## config.mk

```make
export PLATFORM = sky130hd
export DESIGN_NAME = pwm_output_fault_trigger_ctrl
export DESIGN_NICKNAME = d
export VERILOG_FILES = /design/src/pwm_out_pkg.sv /design/src/pwm_output_fault_trigger_ctrl.sv
export SDC_FILE = /design/constraint.sdc
export NUM_CORES = 1
export LEC_CHECK = 0
export BUFFER_PORTS_ARGS = -buffer_cell sky130_fd_sc_hd__buf_2
export CORE_MARGIN = 2
export CORE_UTILIZATION = 40
export CTS_BUF_LIST = sky130_fd_sc_hd__clkbuf_16
export CTS_CLUSTER_DIAMETER = 80
export DETAILED_ROUTE_END_ITERATION = 10
export PLACE_DENSITY = 0.66
export SLEW_MARGIN = 20
export SYNTH_ARGS = -nofsm -noshare
export SYNTH_HDL_FRONTEND = slang
export SYNTH_SLANG_ARGS = --single-unit
export TNS_END_PERCENT = 100
```

## constraint.sdc

```tcl
create_clock -name core_clk -period 2.85 [get_ports core_clk]
set_input_delay 0.1425 -clock core_clk [delete_from_list [all_inputs] [get_ports core_clk]]
set_output_delay 0.1425 -clock core_clk [all_outputs]
set_load 0.1 [all_outputs]
```

## src/pwm_out_pkg.sv

```systemverilog
// package: register map, field layouts and reset values of the pwm output stage
package pwm_out_pkg;

  // register byte offsets on the bus
  localparam logic [7:0] PIN_OUTPUT_CONTROL_OFS  = 8'h00;
  localparam logic [7:0] FAULT_LIMIT_CONTROL_OFS = 8'h04;
  localparam logic [7:0] PRIMARY_TRIGGER_OFS     = 8'h08;
  localparam logic [7:0] SECONDARY_TRIGGER_OFS   = 8'h0c;
  localparam logic [7:0] OUTPUT_STATUS_OFS       = 8'h10;

  // values after reset
  localparam logic [15:0] PIN_OUTPUT_CONTROL_RST  = 16'h0000;
  localparam logic [15:0] FAULT_LIMIT_CONTROL_RST = 16'h0000;
  localparam logic [12:0] TRIGGER_COMPARE_RST     = 13'h0000;

  // trigger compare field position
  localparam int TRIG_CMP_LSB = 3;

  // status register bit positions
  localparam int STAT_FAULT_LATCHED = 0;
  localparam int STAT_FAULT_CYCLE   = 1;
  localparam int STAT_FAULT_ACTIVE  = 2;
  localparam int STAT_LIMIT_ACTIVE  = 3;
  localparam int STAT_PUSH_PHASE    = 4;

  // pairing of the high and low outputs
  typedef enum logic [1:0] {
    PAIR_COMPLEMENTARY = 2'h0,
    PAIR_REDUNDANT     = 2'h1,
    PAIR_PUSH_PULL     = 2'h2,
    PAIR_INDEPENDENT   = 2'h3
  } pair_mode_t;

  // action taken on the selected fault input
  typedef enum logic [1:0] {
    FAULT_LATCHED  = 2'h0,
    FAULT_CYCLE    = 2'h1,
    FAULT_RESERVED = 2'h2,
    FAULT_DISABLED = 2'h3
  } fault_mode_t;

  // pin output control layout, msb first
  typedef struct packed {
    logic       high_pin_ownership;
    logic       low_pin_ownership;
    logic       high_pin_polarity;
    logic       low_pin_polarity;
    pair_mode_t pair_output_mode;
    logic       high_override_enable;
    logic       low_override_enable;
    logic [1:0] override_data;
    logic [1:0] fault_drive_data;
    logic [1:0] limit_drive_data;
    logic       pin_swap;
    logic       override_sync;
  } pin_cfg_t;

  // fault and current-limit control layout, msb first
  typedef struct packed {
    logic        independent_fault_mode;
    logic [4:0]  limit_source_select;
    logic        limit_source_polarity;
    logic        limit_function_enable;
    logic [4:0]  fault_source_select;
    logic        fault_source_polarity;
    fault_mode_t fault_action_mode;
  } fault_cfg_t;

  // override state as applied to the pins
  typedef struct packed {
    logic       high_enable;
    logic       low_enable;
    logic [1:0] data;
  } override_t;

endpackage

```

## src/pwm_output_fault_trigger_ctrl.sv

```systemverilog
// pwm output stage: pin ownership, pairing, override, fault/limit forcing, adc triggers
//
// Summary of operation
// - ownership bit gives pin to generator else gpio
// - polarity bit makes pin active low
// - pairing field selects comp, redundant, push-pull, independent
// - high override enable drives high from data bit1
// - low override enable drives low from data bit0
// - normal mode limit drives pins from limit data
// - swap exchanges high and low pin signals
// - override sync applies changes on time base
// - limit source codes 0-7 pick inputs, rest reserved
// - limit polarity bit makes limit source active low
// - limit enable bit turns current limit on
// - fault source codes 0-7 pick inputs, rest reserved
// - fault polarity bit makes fault source active low
// - fault mode latched, cycle, reserved or disabled
// - primary compare triggers adc, low bits read zero
// - secondary trigger never raises trigger interrupt
// - secondary compare triggers adc, low bits read zero
`timescale 1ns/1ps

module pwm_output_fault_trigger_ctrl (
  input  wire logic        core_clk,          // 40 mhz core clock
  input  wire logic        rstn,              // async reset, active low
  input  wire logic        hsel,              // ahb slave select
  input  wire logic [7:0]  haddr,             // ahb byte address
  input  wire logic [1:0]  htrans,            // ahb transfer type
  input  wire logic        hwrite,            // ahb write strobe
  input  wire logic [2:0]  hsize,             // ahb transfer size
  input  wire logic [31:0] hwdata,            // ahb write data
  input  wire logic        hready,            // ahb bus ready
  output logic             hreadyout,         // ahb slave ready
  output logic [31:0]      hrdata,            // ahb read data
  output logic             hresp,             // ahb response, always okay
  input  wire logic        gen_high,          // generator high-side signal
  input  wire logic        gen_low,           // generator low-side signal
  input  wire logic        tb_sync,           // pulse at start of each pwm cycle
  input  wire logic [15:0] tb_count,          // primary local time base
  input  wire logic [15:0] sec_tb_count,      // secondary local time base
  input  wire logic        gpio_high,         // gpio data for high pin
  input  wire logic        gpio_low,          // gpio data for low pin
  input  wire logic [7:0]  fault_in,          // fault inputs 1..8 from pins
  output logic             high_side_output,  // high-side pin level
  output logic             low_side_output,   // low-side pin level
  output logic             high_pin_owned,    // high pin owned by generator
  output logic             low_pin_owned,     // low pin owned by generator
  output logic             adc_trig_primary,  // primary adc trigger pulse
  output logic             adc_trig_secondary,// secondary adc trigger pulse
  output logic             trig_int_req       // trigger interrupt request pulse
);

  // configuration registers
  pwm_out_pkg::pin_cfg_t   pin_cfg_reg;       // pin output control
  pwm_out_pkg::fault_cfg_t fault_cfg_reg;     // fault and limit control
  logic [12:0]             prim_cmp_reg;      // primary compare, bits 15:3
  logic [12:0]             sec_cmp_reg;       // secondary compare, bits 15:3

  // bus pipeline
  logic                    wr_pend_reg;       // write data phase pending
  logic [7:0]              wr_addr_reg;       // latched write address
  logic                    addr_ok;           // valid address phase
  logic [31:0]             rd_next;           // read mux

  // input sync and fault state
  logic [7:0]              fault_sync1_reg;   // first sync stage only
  logic [7:0]              fault_sync2_reg;   // second sync stage
  logic                    fault_act;         // selected fault asserted
  logic                    limit_act;         // selected limit asserted
  logic                    fault_latched_reg; // latched fault memory
  logic                    fault_cycle_reg;   // cycle-by-cycle fault memory
  logic                    fault_force;       // fault forcing pins
  logic                    limit_force;       // limit forcing pins
  logic                    latch_clear;       // software clear of latch

  // output path
  pwm_out_pkg::override_t  ovr_reg;           // override as applied
  logic                    push_phase_reg;    // push-pull alternation
  logic                    pair_high;         // after pairing
  logic                    pair_low;
  logic                    sig_high;          // after override/fault
  logic                    sig_low;
  logic                    pin_high_next;     // final pin values
  logic                    pin_low_next;

  // triggers
  logic                    prim_match_reg;    // previous compare match
  logic                    sec_match_reg;
  logic                    prim_hit;          // rising match
  logic                    sec_hit;

  // pick one of eight inputs; reserved codes select nothing
  function automatic logic pick_source(input logic [4:0] code, input logic [7:0] vec);
    logic r;
    r = 1'b0;
    if (code[4:3] == 2'h0) begin
      r = vec[code[2:0]];
    end
    return r;
  endfunction

  assign addr_ok = hsel & hready & htrans[1];

  // address phase capture, zero wait states so ready stays high
  always_ff @(posedge core_clk or negedge rstn) begin
    if (!rstn) begin
      wr_pend_reg <= 1'b0;
      wr_addr_reg <= 8'h00;
      hreadyout   <= 1'b1;
      hresp       <= 1'b0;
    end else begin
      wr_pend_reg <= addr_ok & hwrite;
      wr_addr_reg <= haddr;
      hreadyout   <= 1'b1;
      hresp       <= 1'b0;
    end
  end

  // read mux, unmapped offsets read zero
  always_comb begin
    rd_next = 32'h0000_0000;
    unique case (haddr)
      pwm_out_pkg::PIN_OUTPUT_CONTROL_OFS:  rd_next[15:0] = pin_cfg_reg;
      pwm_out_pkg::FAULT_LIMIT_CONTROL_OFS: rd_next[15:0] = fault_cfg_reg;
      pwm_out_pkg::PRIMARY_TRIGGER_OFS:     rd_next[15:0] = {prim_cmp_reg, 3'h0};
      pwm_out_pkg::SECONDARY_TRIGGER_OFS:   rd_next[15:0] = {sec_cmp_reg, 3'h0};
      pwm_out_pkg::OUTPUT_STATUS_OFS: begin
        rd_next[pwm_out_pkg::STAT_FAULT_LATCHED] = fault_latched_reg;
        rd_next[pwm_out_pkg::STAT_FAULT_CYCLE]   = fault_cycle_reg;
        rd_next[pwm_out_pkg::STAT_FAULT_ACTIVE]  = fault_act;
        rd_next[pwm_out_pkg::STAT_LIMIT_ACTIVE]  = limit_act;
        rd_next[pwm_out_pkg::STAT_PUSH_PHASE]    = push_phase_reg;
      end
      default: rd_next = 32'h0000_0000;
    endcase
  end

  // read data is loaded at the address phase edge, valid in the data phase
  always_ff @(posedge core_clk or negedge rstn) begin
    if (!rstn) begin
      hrdata <= 32'h0000_0000;
    end else if (addr_ok & !hwrite) begin
      hrdata <= rd_next;
    end
  end

  // register writes in the data phase; only low half-word is kept
  always_ff @(posedge core_clk or negedge rstn) begin
    if (!rstn) begin
      pin_cfg_reg   <= pwm_out_pkg::PIN_OUTPUT_CONTROL_RST;
      fault_cfg_reg <= pwm_out_pkg::FAULT_LIMIT_CONTROL_RST;
      prim_cmp_reg  <= pwm_out_pkg::TRIGGER_COMPARE_RST;
      sec_cmp_reg   <= pwm_out_pkg::TRIGGER_COMPARE_RST;
    end else if (wr_pend_reg) begin
      // no run-enable interlock: changing mode while running is the user's hazard
      if (wr_addr_reg == pwm_out_pkg::PIN_OUTPUT_CONTROL_OFS) begin
        pin_cfg_reg <= hwdata[15:0];
      end
      if (wr_addr_reg == pwm_out_pkg::FAULT_LIMIT_CONTROL_OFS) begin
        fault_cfg_reg <= hwdata[15:0];
      end
      if (wr_addr_reg == pwm_out_pkg::PRIMARY_TRIGGER_OFS) begin
        prim_cmp_reg <= hwdata[15:pwm_out_pkg::TRIG_CMP_LSB];
      end
      if (wr_addr_reg == pwm_out_pkg::SECONDARY_TRIGGER_OFS) begin
        sec_cmp_reg <= hwdata[15:pwm_out_pkg::TRIG_CMP_LSB];
      end
    end
  end

  assign latch_clear = wr_pend_reg & (wr_addr_reg == pwm_out_pkg::OUTPUT_STATUS_OFS)
                       & hwdata[pwm_out_pkg::STAT_FAULT_LATCHED];

  // fault pins are asynchronous, two flops before use
  always_ff @(posedge core_clk or negedge rstn) begin
    if (!rstn) begin
      fault_sync1_reg <= 8'h00;
      fault_sync2_reg <= 8'h00;
    end else begin
      fault_sync1_reg <= fault_in;
      fault_sync2_reg <= fault_sync1_reg;
    end
  end

  // source selection and polarity
  always_comb begin
    fault_act = pick_source(fault_cfg_reg.fault_source_select, fault_sync2_reg)
                ^ fault_cfg_reg.fault_source_polarity;
    limit_act = pick_source(fault_cfg_reg.limit_source_select, fault_sync2_reg)
                ^ fault_cfg_reg.limit_source_polarity;
    // reserved source codes with active-low polarity would read as active; keep them quiet
    if (fault_cfg_reg.fault_source_select[4:3] != 2'h0) begin
      fault_act = 1'b0;
    end
    if (fault_cfg_reg.limit_source_select[4:3] != 2'h0) begin
      limit_act = 1'b0;
    end
  end

  // fault memories; a fault still present wins over a clear
  always_ff @(posedge core_clk or negedge rstn) begin
    if (!rstn) begin
      fault_latched_reg <= 1'b0;
      fault_cycle_reg   <= 1'b0;
    end else begin
      if (fault_cfg_reg.fault_action_mode == pwm_out_pkg::FAULT_LATCHED && fault_act) begin
        fault_latched_reg <= 1'b1;
      end else if (latch_clear) begin
        fault_latched_reg <= 1'b0;
      end
      if (fault_cfg_reg.fault_action_mode == pwm_out_pkg::FAULT_CYCLE && fault_act) begin
        fault_cycle_reg <= 1'b1;
      end else if (tb_sync) begin
        fault_cycle_reg <= 1'b0;
      end
    end
  end

  // forcing conditions
  always_comb begin
    unique case (fault_cfg_reg.fault_action_mode)
      pwm_out_pkg::FAULT_LATCHED: fault_force = fault_act | fault_latched_reg;
      pwm_out_pkg::FAULT_CYCLE:   fault_force = fault_act | fault_cycle_reg;
      default:                    fault_force = 1'b0;
    endcase
    limit_force = limit_act & fault_cfg_reg.limit_function_enable;
  end

  // push-pull alternates the active pin every pwm cycle
  always_ff @(posedge core_clk or negedge rstn) begin
    if (!rstn) begin
      push_phase_reg <= 1'b0;
    end else if (tb_sync) begin
      push_phase_reg <= ~push_phase_reg;
    end
  end

  // override applied at once, or only at the cycle boundary when synced
  always_ff @(posedge core_clk or negedge rstn) begin
    if (!rstn) begin
      ovr_reg <= '0;
    end else if (!pin_cfg_reg.override_sync || tb_sync) begin
      ovr_reg.high_enable <= pin_cfg_reg.high_override_enable;
      ovr_reg.low_enable  <= pin_cfg_reg.low_override_enable;
      ovr_reg.data        <= pin_cfg_reg.override_data;
    end
  end

  // pairing of generator signals
  always_comb begin
    unique case (pin_cfg_reg.pair_output_mode)
      pwm_out_pkg::PAIR_COMPLEMENTARY: begin
        pair_high = gen_high;
        pair_low  = ~gen_high;
      end
      pwm_out_pkg::PAIR_REDUNDANT: begin
        pair_high = gen_high;
        pair_low  = gen_high;
      end
      pwm_out_pkg::PAIR_PUSH_PULL: begin
        pair_high = gen_high & ~push_phase_reg;
        pair_low  = gen_high & push_phase_reg;
      end
      pwm_out_pkg::PAIR_INDEPENDENT: begin
        pair_high = gen_high;
        pair_low  = gen_low;
      end
    endcase
  end

  // override, then limit, then fault; fault is the last word
  always_comb begin
    sig_high = ovr_reg.high_enable ? ovr_reg.data[1] : pair_high;
    sig_low  = ovr_reg.low_enable  ? ovr_reg.data[0] : pair_low;
    if (fault_cfg_reg.independent_fault_mode) begin
      if (limit_force) begin
        sig_high = pin_cfg_reg.fault_drive_data[1];
      end
      if (fault_force) begin
        sig_low = pin_cfg_reg.fault_drive_data[0];
      end
    end else begin
      if (limit_force) begin
        sig_high = pin_cfg_reg.limit_drive_data[1];
        sig_low  = pin_cfg_reg.limit_drive_data[0];
      end
      if (fault_force) begin
        sig_high = pin_cfg_reg.fault_drive_data[1];
        sig_low  = pin_cfg_reg.fault_drive_data[0];
      end
    end
  end

  // swap, polarity and ownership
  always_comb begin
    pin_high_next = pin_cfg_reg.pin_swap ? sig_low : sig_high;
    pin_low_next  = pin_cfg_reg.pin_swap ? sig_high : sig_low;
    pin_high_next = pin_high_next ^ pin_cfg_reg.high_pin_polarity;
    pin_low_next  = pin_low_next ^ pin_cfg_reg.low_pin_polarity;
    if (!pin_cfg_reg.high_pin_ownership) begin
      pin_high_next = gpio_high;
    end
    if (!pin_cfg_reg.low_pin_ownership) begin
      pin_low_next = gpio_low;
    end
  end

  // pin registers, one cycle of latency
  always_ff @(posedge core_clk or negedge rstn) begin
    if (!rstn) begin
      high_side_output <= 1'b0;
      low_side_output  <= 1'b0;
      high_pin_owned   <= 1'b0;
      low_pin_owned    <= 1'b0;
    end else begin
      high_side_output <= pin_high_next;
      low_side_output  <= pin_low_next;
      high_pin_owned   <= pin_cfg_reg.high_pin_ownership;
      low_pin_owned    <= pin_cfg_reg.low_pin_ownership;
    end
  end

  // compare ignores the low three count bits
  assign prim_hit = (tb_count[15:3] == prim_cmp_reg) & ~prim_match_reg;
  assign sec_hit  = (sec_tb_count[15:3] == sec_cmp_reg) & ~sec_match_reg;

  // trigger pulses on the first cycle of a match
  always_ff @(posedge core_clk or negedge rstn) begin
    if (!rstn) begin
      prim_match_reg     <= 1'b0;
      sec_match_reg      <= 1'b0;
      adc_trig_primary   <= 1'b0;
      adc_trig_secondary <= 1'b0;
      trig_int_req       <= 1'b0;
    end else begin
      prim_match_reg     <= tb_count[15:3] == prim_cmp_reg;
      sec_match_reg      <= sec_tb_count[15:3] == sec_cmp_reg;
      adc_trig_primary   <= prim_hit;
      adc_trig_secondary <= sec_hit;
      trig_int_req       <= prim_hit;
    end
  end
endmodule // pwm_output_fault_trigger_ctrl

```

==> qor_table.md <==
| Step | Item | This run |
| --- | --- | --- |
| yosys | Proportion of synthesized area in mux cells | 17.1% |
| detailed routing | DRC violations left | 0 |
| pwr | P per Cell Area | 609 nW/um2 |
| detailed routing | Vias per cell | 5.16 |
| yosys | Post-synth ARST share | 100% |
| layout | Syn-to-layout area delta | 28.0% |
| worst hold path | Worst hold start | hwdata[4] |
| detailed routing | Vias post-DR | 3,672 |
| yosys | Synth cell types | 46 |
| yosys | Synthesized instance count | 398 |
| detailed routing | Post-route ant nets | 0 |
| run status | Violations in the final reports | setup timing |
| clock tree | Clock tree root driver cell | clkbuf_16 |
| yosys | Simple logic cell fraction of the synthesized area | 8.53% |
| timing | Share of the clock period used by the worst path after layout | 100% |
| layout | Cell area after layout | 6530 um2 |
| yosys | Number of warnings reported in the yosys synthesis log | 0 |
| detailed routing | Violation count after the first detailed-routing iteration | 263 |
| timing | Maximum clock frequency | 350 MHz |
| placed design | Weighted congestion reported at the end of routability-driven placement | 0.843 |
| timing | Max transition margin | 45.9% |
| yosys | #FFs+latches synth | 114 |
| layout | FILL cells | 1,097 |
| clock tree | Later-pin clock latency in the skew report | 0.40 ns |
| yosys | Xor-xnor portion of the synthesized cell area | 4.98% |
| yosys | Most instantiated flip-flop cell in the synthesis netlist | dfrtp_1 |
| detailed routing | DR WL/cell | 17.8 um |
| global route | Global route overflow | 0 |
| yosys | Synth cell count leaders | dfrtp_1 (114), mux2_2 (60), nand2_1 (25) |
| floorplan | Row Count | 41 |
| setup path | Cell-by-cell trace of the critical path | mux4_2 > mux2_4 > mux2_4 > buf_4 > nor4_1 > a21o_1 > nor4_1 > or4b_1 |
| layout | Post-layout net count | 626 |
| floorplan | Core Footprint | 12,500 um2 |
| pwr | VDD IR max | 0.379 mV |
| timing | Number of hold violations in the final report | 0 |
| global route | Global-route wire length before repair | 19,700 um |
| yosys | Adder-cell share of the synthesized area | 0% |
| layout | Proportion of layout cells with a drive suffix above 1 | 38.1% |
| yosys | Compound-gate portion of the synthesized area | 8.97% |
| clock tree | Maximum count of clock buffers along a single path | 2 |
| yosys | Top post-synthesis cells by area | dfrtp_1 (56%), mux2_2 (13%), buf_4 (2.9%) |
| global route | Vias in the first global route | 3,679 |
| worst hold path | Worst hold-check path type | in2reg |
| timing | Count of final max-slew check failures | 0 |
| detailed routing | Number of iterations in the first detailed-routing pass | 5 |
| floorplan | Effective utilization at floorplan | 40.8% |
| global route | Maximum number of pins on one net before global-route repair | 63 |
| timing | Worst-margin pin slew | 0.807 ns |
| yosys | Most common cell in the netlist | dfrtp_1 |
| layout | Finished Core Util | 52.2% |
| floorplan | Die X | 117 um |
| global route | Total global-route track usage | 19.5% |
| setup path | Highest-delay cell along the critical path | mux4_2 |
| yosys | Portion of synthesized cell area occupied by the leading cell type | 55.9% |
| setup path | Worst-path fanout max | 6 |
| placed design | PortBufs | 91 |
| yosys | Portion of the post-synthesis area used by sequential elements | 55.9% |
| setup path | Beginning of the worst register-to-register path | fault_cfg_reg[3] |
| layout | Antenna diode instance count | 0 |
| clock tree | TritonCTS clock tree | built |
| pwr | Pleak | 3.04 nW |
| clock tree | Number of clock buffers inserted by TritonCTS | 17 |
| floorplan | Die Height | 117 um |
| setup path | Kind of critical path | reg2reg |
| timing | Unrepaired setup endpoints after global routing | true |
| clock tree | Clock sinks | 114 |
| setup path | Endpoint class of the critical path | flip-flop |
| floorplan | Boundary pin count | 136 |
| yosys | Number of flops mapped to enable cells by yosys | 0 |
| global route | Number of antenna violations at the first check in global routing | 0 |
| flow run | Maximum Capacitance Violations | 0 |
| clock tree | Clock transition at the register clock pins on the worst setup and hold paths after CTS | 0.05 ns |
| timing | Setup violation total in the final timing report | 1 |
| setup path | CP peak stage delay | 0.51 ns |
| setup path | Arrival time of data at the critical path endpoint | 3.13 ns |
| yosys | Post-synth design cell area | 5100 um2 |
| placed design | Placement-stage cell area | 5770 um2 |
| timing | Final worst slack | -0.00910 ns |
| detailed routing | Final routed wirelength across all metal layers | 12,700 um |
| setup path | Worst reg2reg setup slack | -0.009 ns |
| setup path | Required @ worst endpoint | 3.12 ns |
| setup path | Critical Path Source Type | flip-flop |
| yosys | Syn_area_per_cell | 12.8 um2 |
| yosys | Dominant cell type by area after synthesis | dfrtp_1 |
| floorplan | Area enclosed by the die boundary | 13,700 um2 |
| placed design | Detailed-placement wirelength estimate | 9000 um |
| yosys | Main combinational cell family by area after synthesis | multiplexers |
| run status | Result of the run | finished, violations left |
| setup path | CP Launch Point | fault_cfg_reg[3] |
| timing | Final setup skew | 0.00919 ns |
| timing | Min Tclk post-route | 2.86 ns |
| clock tree | Number of levels in the clock H-tree | 4 |
## cells by family after synthesis
logic type | after synthesis
DFF | 114
and+or+nand+nor | 79
muxes | 73
AOI/OAI and AO/OA | 62
buffers and inverters | 39
xor gates and xnor gates | 29
other | 2
## layout by cell type (no fill, tap or decap), types with 11 or more instances in the layout
master         instances
a22o_1                11
dfrtp_1              114
buf_2                 90
a221oi_1              13
conb_1                18
o21ai_0               21
nand2_1               25
xor2_1                13
clkbuf_16             17
dlygate4sd3_1         22
buf_4                 18
mux2_2                60
xnor2_1               16
## critical path: cells and delay by family (launching register included)
family          cells  cell delay, ns
mux                 3            1.12
simple gates        3            0.85
flops               1            0.40
buf+inv             1            0.16
compound gates      1            0.20
## where the power goes
group	switching, W	internal (W)	total [W]
clock network	0.000661	0.00115	0.00181
registers	0.0000588	0.00169	0.00174
logic	0.000280	0.000144	0.000424
total	0.000999	0.00298	0.00398
## final timing paths
path                                      end  cells past startpoint
max                          high_side_output                      8
min                            sec_cmp_reg[1]                      2
max reg2reg                  high_side_output                      8
min reg2reg                fault_sync2_reg[3]                      0
max in group asynchronous   fault_cfg_reg[11]                      3
min in group asynchronous     prim_cmp_reg[8]                      2
## per-layer routing
layer  routed length (um)  vias to the layer above  track usage (%)
met2                 6420                      136             33.0
met3                  842                        7             5.20
li1                     -                     1700                -
met1                 5340                     1829             24.8
met5                    0                        -                0
met4                   73                        0             5.80
## what timing repair did
item | in CTS | in global routing
setup endpoints to repair | 1 | 1
hold buffers | 22 | 0
setup buffers | 2 | 0
pin swaps | 2 | 0
endpoints found under the hold margin | 85 | 0
gates resized for setup | 3 | 3
## through the flow
| stage | hold slack, ns | setup TNS, ns | setup WS (ns) | total power [W] | std cells |
|---|---|---|---|---|---|
| after global placement | 0.250 | -0.0314 | -0.0314 | 0.00215 | 660 |
| after CTS | 0.0128 | 0 | 0.00197 | 0.00401 | 712 |
| final | 0.0286 | -0.00910 | -0.00910 | 0.00398 | 712 |
| after global routing | 0.0215 | -0.0958 | -0.0958 | 0.00412 | 712 |
| after floorplan | -0.153 | -0.0175 | -0.0175 | 0.00203 | 414 |
| after detailed placement | 0.252 | -0.0422 | -0.0422 | 0.00216 | 660 |
## final cells by class
cell class	count	area, um2	share of cell area [%]
well taps	172	215	3.29
multi-input cells	261	2110	32.4
clock inverters	11	76.3	1.17
inverters	6	22.5	0.345
flip-flops and latches	114	2850	43.7
clock buffers	17	425	6.51
repair buffers	131	826	12.6
No activity file was read; power rests on OpenSTA's default activity.
